### config.mk
export PLATFORM = sky130hd
export DESIGN_NAME = ctu_charge_time_unit
export DESIGN_NICKNAME = d
export VERILOG_FILES = /design/src/design/ctu_pkg.sv /design/src/design/ctu_edge_detect.sv /design/src/design/ctu_charge_time_unit.sv
export SDC_FILE = /design/constraint.sdc
export NUM_CORES = 1
export LEC_CHECK = 0
export ABC_AREA = 1
export BUFFER_PORTS_ARGS = -buffer_cell sky130_fd_sc_hd__buf_2
export CAP_MARGIN = 25
export CELL_PAD_IN_SITES_DETAIL_PLACEMENT = 1
export CELL_PAD_IN_SITES_GLOBAL_PLACEMENT = 2
export CORE_MARGIN = 2
export CORE_UTILIZATION = 21
export CTS_CLUSTER_SIZE = 40
export DETAILED_ROUTE_END_ITERATION = 8
export PLACE_DENSITY_LB_ADDON = 0.05
export SYNTH_ARGS = -nofsm -noshare
export SYNTH_HDL_FRONTEND = slang
export SYNTH_HIERARCHICAL = 1
export SYNTH_SLANG_ARGS = --single-unit
### constraint.sdc
create_clock -name SYS_CLK -period 1.37 [get_ports SYS_CLK]
set_input_delay 0.411 -clock SYS_CLK [delete_from_list [all_inputs] [get_ports SYS_CLK]]
set_output_delay 0.411 -clock SYS_CLK [all_outputs]
set_load 0.1 [all_outputs]
### src/design/ctu_pkg.sv
package ctu_pkg;
   // register indices as printed; byte address is four times the index
   localparam logic [11:0] CTU_IDX_EDGE_CONTROL_LOW = 12'hFB2;
   localparam logic [11:0] CTU_IDX_UNIT_CONTROL_HIGH = 12'hFB3;
   localparam logic [13:0] CTU_ADDR_EDGE_CONTROL_LOW = {CTU_IDX_EDGE_CONTROL_LOW, 2'b00};
   localparam logic [13:0] CTU_ADDR_UNIT_CONTROL_HIGH = {CTU_IDX_UNIT_CONTROL_HIGH, 2'b00};
   localparam int CTU_ADDR_W = 14;
   localparam logic [7:0] CTU_RESET_VALUE = 8'h00;
   // high control register fields
   localparam int CTU_HI_ENABLE = 7;
   localparam int CTU_HI_STOP_IDLE = 5;
   localparam int CTU_HI_DELAY_GEN = 4;
   localparam int CTU_HI_EDGE_PASS = 3;
   localparam int CTU_HI_EDGE_ORDER = 2;
   localparam int CTU_HI_DISCHARGE = 1;
   localparam logic [7:0] CTU_HI_WRITE_MASK = 8'hBE;
   // low control register fields
   localparam int CTU_LO_SECOND_POL = 7;
   localparam int CTU_LO_SECOND_SRC = 5;
   localparam int CTU_LO_FIRST_POL = 4;
   localparam int CTU_LO_FIRST_SRC = 2;
   localparam int CTU_LO_SECOND_FLAG = 1;
   localparam int CTU_LO_FIRST_FLAG = 0;
   // edge source encoding
   localparam logic [1:0] CTU_SRC_INPUT_A = 2'h3;
   localparam logic [1:0] CTU_SRC_INPUT_B = 2'h2;
   localparam logic [1:0] CTU_SRC_CMP_FIRST = 2'h1;
   localparam logic [1:0] CTU_SRC_CMP_SECOND = 2'h0;
   typedef enum logic [1:0] {
      CTU_PULSE_IDLE = 2'b00,
      CTU_PULSE_ARMED = 2'b01,
      CTU_PULSE_FIRE = 2'b11
   } ctu_pulse_state_t;
endpackage

### src/design/ctu_edge_detect.sv
`timescale 1ns/1ns
`default_nettype none
// picks one of four sources and flags the selected edge of it
module ctu_edge_detect
   import ctu_pkg::*;
(
   input wire logic clk,
   input wire logic rst,
   input wire logic [3:0] sources,
   input wire logic [1:0] select,
   input wire logic rising,
   output logic edge_seen
);
   typedef struct packed {
      logic [3:0] prev;
   } ctu_edge_state_t;

   ctu_edge_state_t state_reg;
   ctu_edge_state_t state_next;
   logic now_level;
   logic old_level;

   always_comb begin
      state_next.prev = sources;
      now_level = sources[select];
      old_level = state_reg.prev[select];
      edge_seen = rising ? (now_level && !old_level) : (!now_level && old_level);
   end

   always_ff @(posedge clk or posedge rst) begin
      if (rst) begin
         state_reg <= '0;
      end else begin
         state_reg <= state_next;
      end
   end
endmodule
`default_nettype wire

### src/design/ctu_charge_time_unit.sv
`timescale 1ns/1ns
`default_nettype none
module ctu_charge_time_unit
   import ctu_pkg::*;
(
   input wire logic SYS_CLK,
   input wire logic RST,
   input wire logic PSEL,
   input wire logic PENABLE,
   input wire logic PWRITE,
   input wire logic [31:0] PADDR,
   input wire logic [31:0] PWDATA,
   input wire logic [3:0] PSTRB,
   output logic [31:0] PRDATA,
   output logic PREADY,
   output logic PSLVERR,
   input wire logic EDGE_INPUT_A,
   input wire logic EDGE_INPUT_B,
   input wire logic COMPARE_UNIT_FIRST_TRIGGER,
   input wire logic COMPARE_UNIT_SECOND_TRIGGER,
   input wire logic COMPARATOR_TRIP,
   input wire logic SLEEP_MODE,
   input wire logic IDLE_MODE,
   output logic CHARGE_ENABLE,
   output logic SOURCE_GROUND,
   output logic PULSE_OUT_PIN
);
   typedef struct packed {
      logic [7:0] ctrl_high;
      logic [7:0] ctrl_low;
      ctu_pulse_state_t pulse_state;
      logic [31:0] rdata;
      logic ready;
      logic slverr;
      logic charge;
      logic ground;
      logic pulse;
   } ctu_state_t;

   ctu_state_t state_reg;
   ctu_state_t state_next;
   logic first_edge;
   logic second_edge;
   logic [3:0] sources;
   logic unit_on;
   logic source_allowed;
   logic access;
   logic hit_low;
   logic hit_high;
   logic first_set;
   logic second_set;
   logic [7:0] wval;

   function automatic logic [7:0] merge_byte(input logic [7:0] old_val,
         input logic [31:0] wdata, input logic [3:0] strb);
      merge_byte = strb[0] ? wdata[7:0] : old_val;
   endfunction

   // index order matches the source encoding
   assign sources = {EDGE_INPUT_A, EDGE_INPUT_B,
                     COMPARE_UNIT_FIRST_TRIGGER, COMPARE_UNIT_SECOND_TRIGGER};

   ctu_edge_detect first_det (
      .clk(SYS_CLK),
      .rst(RST),
      .sources(sources),
      .select(state_reg.ctrl_low[CTU_LO_FIRST_SRC +: 2]),
      .rising(state_reg.ctrl_low[CTU_LO_FIRST_POL]),
      .edge_seen(first_edge)
   );

   ctu_edge_detect second_det (
      .clk(SYS_CLK),
      .rst(RST),
      .sources(sources),
      .select(state_reg.ctrl_low[CTU_LO_SECOND_SRC +: 2]),
      .rising(state_reg.ctrl_low[CTU_LO_SECOND_POL]),
      .edge_seen(second_edge)
   );

   always_comb begin
      state_next = state_reg;
      unit_on = state_reg.ctrl_high[CTU_HI_ENABLE];
      // sleep always wins; idle only stops the source when asked to
      source_allowed = unit_on && !SLEEP_MODE
         && !(IDLE_MODE && state_reg.ctrl_high[CTU_HI_STOP_IDLE]);
      access = PSEL && PENABLE && !state_reg.ready;
      hit_low = PADDR[CTU_ADDR_W-1:0] == CTU_ADDR_EDGE_CONTROL_LOW
                && PADDR[31:CTU_ADDR_W] == '0;
      hit_high = PADDR[CTU_ADDR_W-1:0] == CTU_ADDR_UNIT_CONTROL_HIGH
                 && PADDR[31:CTU_ADDR_W] == '0;
      wval = 8'h00;

      // one wait state per access: ready pulses the cycle after the access phase starts
      state_next.ready = access;
      state_next.slverr = access && !(hit_low || hit_high);
      state_next.rdata = 32'h0000_0000;
      if (access && !PWRITE) begin
         if (hit_low) begin
            state_next.rdata = {24'h00_0000, state_reg.ctrl_low};
         end else if (hit_high) begin
            state_next.rdata = {24'h00_0000, state_reg.ctrl_high};
         end
      end
      if (access && PWRITE && hit_high) begin
         wval = merge_byte(state_reg.ctrl_high, PWDATA, PSTRB);
         state_next.ctrl_high = wval & CTU_HI_WRITE_MASK;
      end
      if (access && PWRITE && hit_low) begin
         state_next.ctrl_low = merge_byte(state_reg.ctrl_low, PWDATA, PSTRB);
      end

      // hardware edges set flags after any software write; set wins
      first_set = unit_on && state_reg.ctrl_high[CTU_HI_EDGE_PASS] && first_edge;
      second_set = unit_on && state_reg.ctrl_high[CTU_HI_EDGE_PASS] && second_edge
         && (!state_reg.ctrl_high[CTU_HI_EDGE_ORDER]
             || state_reg.ctrl_low[CTU_LO_FIRST_FLAG] || first_set);
      if (first_set) begin
         state_next.ctrl_low[CTU_LO_FIRST_FLAG] = 1'b1;
      end
      if (second_set) begin
         state_next.ctrl_low[CTU_LO_SECOND_FLAG] = 1'b1;
      end

      state_next.charge = source_allowed && state_next.ctrl_low[CTU_LO_FIRST_FLAG]
         && !state_next.ctrl_low[CTU_LO_SECOND_FLAG];
      state_next.ground = unit_on && state_next.ctrl_high[CTU_HI_DISCHARGE];

      // pulse delay: arm on first flag, fire on comparator trip
      case (state_reg.pulse_state)
         CTU_PULSE_IDLE: begin
            state_next.pulse = 1'b0;
            if (unit_on && state_reg.ctrl_high[CTU_HI_DELAY_GEN]
                && state_reg.ctrl_low[CTU_LO_FIRST_FLAG]) begin
               state_next.pulse_state = CTU_PULSE_ARMED;
            end
         end
         CTU_PULSE_ARMED: begin
            if (!unit_on || !state_reg.ctrl_high[CTU_HI_DELAY_GEN]) begin
               state_next.pulse_state = CTU_PULSE_IDLE;
            end else if (COMPARATOR_TRIP) begin
               state_next.pulse = 1'b1;
               state_next.pulse_state = CTU_PULSE_FIRE;
            end
         end
         CTU_PULSE_FIRE: begin
            // pulse holds until software drops the first flag, the delay generator enable or the unit enable
            state_next.pulse = unit_on && state_reg.ctrl_high[CTU_HI_DELAY_GEN]
               && state_reg.ctrl_low[CTU_LO_FIRST_FLAG];
            if (!state_next.pulse) begin
               state_next.pulse_state = CTU_PULSE_IDLE;
            end
         end
         default: begin
            state_next.pulse = 1'b0;
            state_next.pulse_state = CTU_PULSE_IDLE;
         end
      endcase
   end

   always_ff @(posedge SYS_CLK or posedge RST) begin
      if (RST) begin
         // everything cleared, any measurement is lost
         state_reg <= '0;
         state_reg.ctrl_high <= CTU_RESET_VALUE;
         state_reg.ctrl_low <= CTU_RESET_VALUE;
         state_reg.pulse_state <= CTU_PULSE_IDLE;
      end else begin
         state_reg <= state_next;
      end
   end

   assign PRDATA = state_reg.rdata;
   assign PREADY = state_reg.ready;
   assign PSLVERR = state_reg.slverr;
   assign CHARGE_ENABLE = state_reg.charge;
   assign SOURCE_GROUND = state_reg.ground;
   assign PULSE_OUT_PIN = state_reg.pulse;
endmodule
`default_nettype wire

# Word-level counts from Yosys, hierarchy flattened
# Cells that the tools add are included.
# op_classes
order_cmp	2
reduce_logical	48
n_eq_ne	9
n_mux	27
# ops
op	n
$mux W32	1
$eq A14 B14 Y1 const B	2
$logic_and A1 B1 Y1	25
$logic_not A18 Y1	1
$mux W2	8
$mux W8	2
$logic_not A1 Y1	13
$mux W1	10
$bmux W1 S2	4
$ne A2 B2 Y1 const B	4
$lt A2 B3 Y1 const B	2
$pmux W2 S3	1
$reduce_and A2 Y1	3
$logic_or A1 B1 Y1	4
$ne A3 B3 Y1 const B	1
$reduce_and A3 Y1	1
$eq A2 B1 Y1 const B	1
$eq A2 B2 Y1 const B	1
$logic_not A2 Y1	1
$pmux W1 S2	1
# totals
elab_cells	98
ff_bits	57
inputBits	80

# Logic depth before layout (Yosys ltp)
# logic_depth
depth_word	11
depth_mapped	12
mapped_depth_nobuf	12

# By module
# The synthesis kept the hierarchy.
# modules_own_cells
module	seq_area_each_um2	cells_each	area_each_um2	n_inst
ctu_charge_time_unit	725.7	228	1786.7	1
ctu_edge_detect	100.1	38	236.5	2

# Worst setup path before layout
# Ideal clock, no wire load.
# synth_timing
path_type	flip-flop to flip-flop
from	reg state_reg (netlist bit PREADY)
to	reg state_reg (netlist bit PRDATA[6])
arrival_ns	1.674
slack_ns	-0.392
n_path_buf	1
synth_period_minus_slack_ns	1.762
stages_incl_launch_ff	6
path_cell_list	dfrtp_1 -> nor2_1 -> nand2_1 -> or2_2 -> clkbuf_1 -> nor3b_1
# synth_rtl
item	line	text
from (decl)	ctu_charge_time_unit.sv:40	ctu_state_t state_reg;
from (signal assigned)	ctu_charge_time_unit.sv:169	state_reg <= state_next;

==> impl_results.md <==
- Status: complete, but fails checks
- Violated checks: setup timing
- Antenna violations before repair: 0
- Final setup violating endpoints: 10
- Standard cell core area: around 10,000 um^2
- CTS root buffer: clkbuf_8
- Maximum clock insertion buffer count: 2
- Sequential Power Share: a little over two fifths
- Share of cells above drive strength 1: around 44%
- Cell types with the largest area share after synthesis: dfrtp_1 41%, nand2_1 14%, buf_4 11%
- Distinct cells, synth: 29
- Final layout net count: 473
- Peak Freq: 667.1 MHz
- Setup slack after layout: -0.1290 ns
- Top-level port count: 117
- Kind of cell with the highest combined delay on the critical path: simple AND/OR/NAND/NOR gates
- Switching Share: around 38%
- Largest net degree at the start of global routing: 30
- Final clock skew: 0.005864 ns
- Synthesized area per cell: between 7 and 8 um^2
- M2 GR Usage: 19.86%
- Total track usage: a little under an eighth
- Crit path kind: flip-flop to flip-flop
- Count of buffers inserted at the top-level ports: 65
- Number of max-cap violations: 0
- Max FFs per register: 16
- Site Rows: 37
- Source-to-sink clock delay at the later pin of the worst-skew pair: 0.28 ns
- CTS sink count: 37
- Final RePlAce weighted congestion: 0.6836
- Standby leakage power: around 1.7 nW
- Worst path required time: 1.55 ns
- Mapped Area: 2260 um^2
- Final Slew Violations: 0
- Die area: 11,610 um^2
- Biggest area consumer among synthesized cells: dfrtp_1
- Kind of end point of the critical path: flip-flop
- CTS tree: yes
- Worst Hold Slack: 0.02407 ns
- Critical path startpoint category: flip-flop
- Maximum vdd ir drop: 0.8016 mV
- Number of global-route vias before repair: 2,196
- Number of buffers added by the clock tree synthesis step: 5
- Synth warnings: 6
- Total length of routed wires: between 6000 and 7000 um
- Setup repair after global routing missed its margin: yes
- Final routed DRC violation total: 0
- CTS Hold Buffers Added: 0
- Layout area overhead: 51.66%
- Cell count after synthesis: 304
- Count of inserted antenna diode cells: 0
- Detail Route Antenna Nets: 0
- Vias/cell: 3.928
- Proportion of power drawn by combinational gates: 31.7%
- Number of flip-flops and latches in the synthesized netlist: 37
- Pwr Density: 818.6 nW/um^2
- Crit-path max cell delay: between 0.4 and 0.5 ns
- Critical path cell sequence: inv_4, nand2_4, nand2_2, nand2_2, nand2_2, nand3_2, nand2_2, nand3_2, nand3_2, nand4_1, nand3_2, nor2_2
- Die W: ~110 um
- Sequential element share of the synthesized area: 40.97%
- Maximum fanout encountered on the critical timing path: 7
- Slowest stage cell, crit path: dfrtp_2
- Final worst path period share: 109.4%
- Area share of the leading cell type in the synthesized netlist: 40.97%
- Y dimension of the die: 107.7 um
- Buffer and inverter count on the worst path: 1
- First-pass GRT wire length: 10,700 um
- FF+latch area: 930.9 um^2
- Dpl cells: 520
- Starting DRT DRC Count: between 70 and 80
- Post-layout minimum cycle time: roughly 1.5 ns
- Worst hold path type: input port to asynchronous set/reset pin
- Effective utilization at floorplan: 21.79%
- CTS clk-pin slew, worst paths: 0.07 ns
- Internal portion of total power: 1.748 mW
- Worst path arrival time: 1.68 ns
- Vias after detailed routing: roughly 2,100
- Grt ovf: 0
- DR pass1 iterations: 3
- DP HPWL: 5150 um
- Proportion of power drawn by the clock network: 25.8%
- Final hold vios: 0
- Post-route insts no fill: 529
- Worst reg-to-reg path cell count: 12
- Met3 track utilization from global routing: 2.179%
- Total stage count of the critical path: 12
- Final routed wire length divided by cell count: 12.28 um
- Most heavily used metal layer in global routing: met2
- Top library cells by usage in the layout, fill and taps aside: 63 x nand2_1, 47 x buf_2, 40 x inv_1
- Deepest level of the CTS H-tree: 2
- Multi-input gate area in the final layout: 1247 um^2
- Most common cell after layout, fill and taps aside: nand2_1
- Met1 GRT Util: 15.64%
- Number of filler cells placed in the layout: 1,281
- Power spent charging and discharging nets: 1.058 mW
-- layout make-up --
| class | count | share of cell area (%) |
|---|---|---|
| well taps | 136 | 4.965 |
| multi-input cells | 213 | 36.40 |
| clock buffers | 6 | 2.118 |
| flip-flops and latches | 37 | 27.16 |
| inverters | 44 | 5.257 |
| repair buffers | 92 | 23.95 |
| clock inverters | 1 | 0.1460 |
-- Yosys cell counts --
cell type and count:
nand2_1 82, inv_1 41, dfrtp_1 37, nor2_1 34
buf_4 32, nand3_1 24, a21oi_1 10, nor2_2 7
o21ai_1 6, a21oi_2 5, nor2_4 5, inv_2 2
nand2_2 2, nor3_1 2, a211oi_1 1, a32oi_1 1
and2_1 1, buf_6 1, clkbuf_1 1, clkinv_2 1
conb_1 1, nand2_4 1, nand3_2 1, nand3_4 1
nand4_1 1, nor3_4 1, nor3b_1 1, or2_2 1
or2_4 1
-- path summary, 6_finish.rpt --
path / start / slack [ns] / to
max: state_reg[41] / -0.13 / CHARGE_ENABLE
min: RST / 0.02 / second_det/state_reg[3]
max reg2reg: state_reg[41] / -0.13 / CHARGE_ENABLE
min reg2reg: state_reg[40] / 0.53 / state_reg[40]
max in group asynchronous: RST / 1.00 / PREADY
min in group SYS_CLK: COMPARE_UNIT_FIRST_TRIGGER / 0.38 / second_det/state_reg[1]
-- layer usage --
layer | share of wire [%] | vias up
met4 | 0.45 | 0
met1 | 47 | 979
met5 | 0 | -
met2 | 49 | 45
met3 | 3.7 | 2
li1 | - | 1052
-- worst reg2reg max path: cells and delay by family (launching register included) --
family                 cells  cell delay, ns
flip-flops                 1            0.46
buffers and inverters      1            0.11
AND/OR/NAND/NOR           11            0.82
-- power by group through the flow --
stage | clock, mW | sequential, mW | combinational [mW]
after floorplan | 0 | 1.32 | 0.548
after global placement | 0 | 1.21 | 0.860
after detailed placement | 0 | 1.21 | 0.866
after CTS | 0.763 | 1.19 | 0.883
after global routing | 0.822 | 1.20 | 0.966
final | 0.725 | 1.19 | 0.889
-- through the flow --
step                utilization (%)  instance area (um^2)  power (mW)  worst slack [ns]  TNS (ns)
detailed placement            29.61                  3070       2.077           -0.3520    -6.901
global placement              29.61                  3070       2.071           -0.3601    -6.891
floorplan                         -                  2425       1.869          -0.09467    -1.092
finish                        33.05                  3427       2.805           -0.1290   -0.5776
CTS                           30.98                  3213       2.837           -0.1482   -0.3421
global route                  33.05                  3427       2.990           -0.2595    -1.739
-- what timing repair did --
| item | 4_1_cts | 5_1_grt |
|---|---|---|
| setup endpoints to repair | 14 | 25 |
| pin swaps | 16 | 21 |
| gates cloned | 0 | 2 |
| setup buffers | 0 | 1 |
| gates resized for setup | 18 | 38 |
-- cell families (layout without fill, tap and decap cells) --
family                 count (synthesis)  after routing  synth area share [%]
AND/OR/NAND/NOR                      165            166                 34.00
other                                  1             24                0.1660
buffers and inverters                 78            143                 18.66
flip-flops                            37             37                 40.97
AO/OA/AOI/OAI                         23             23                 6.202
Power figures use the tool's default switching activity.
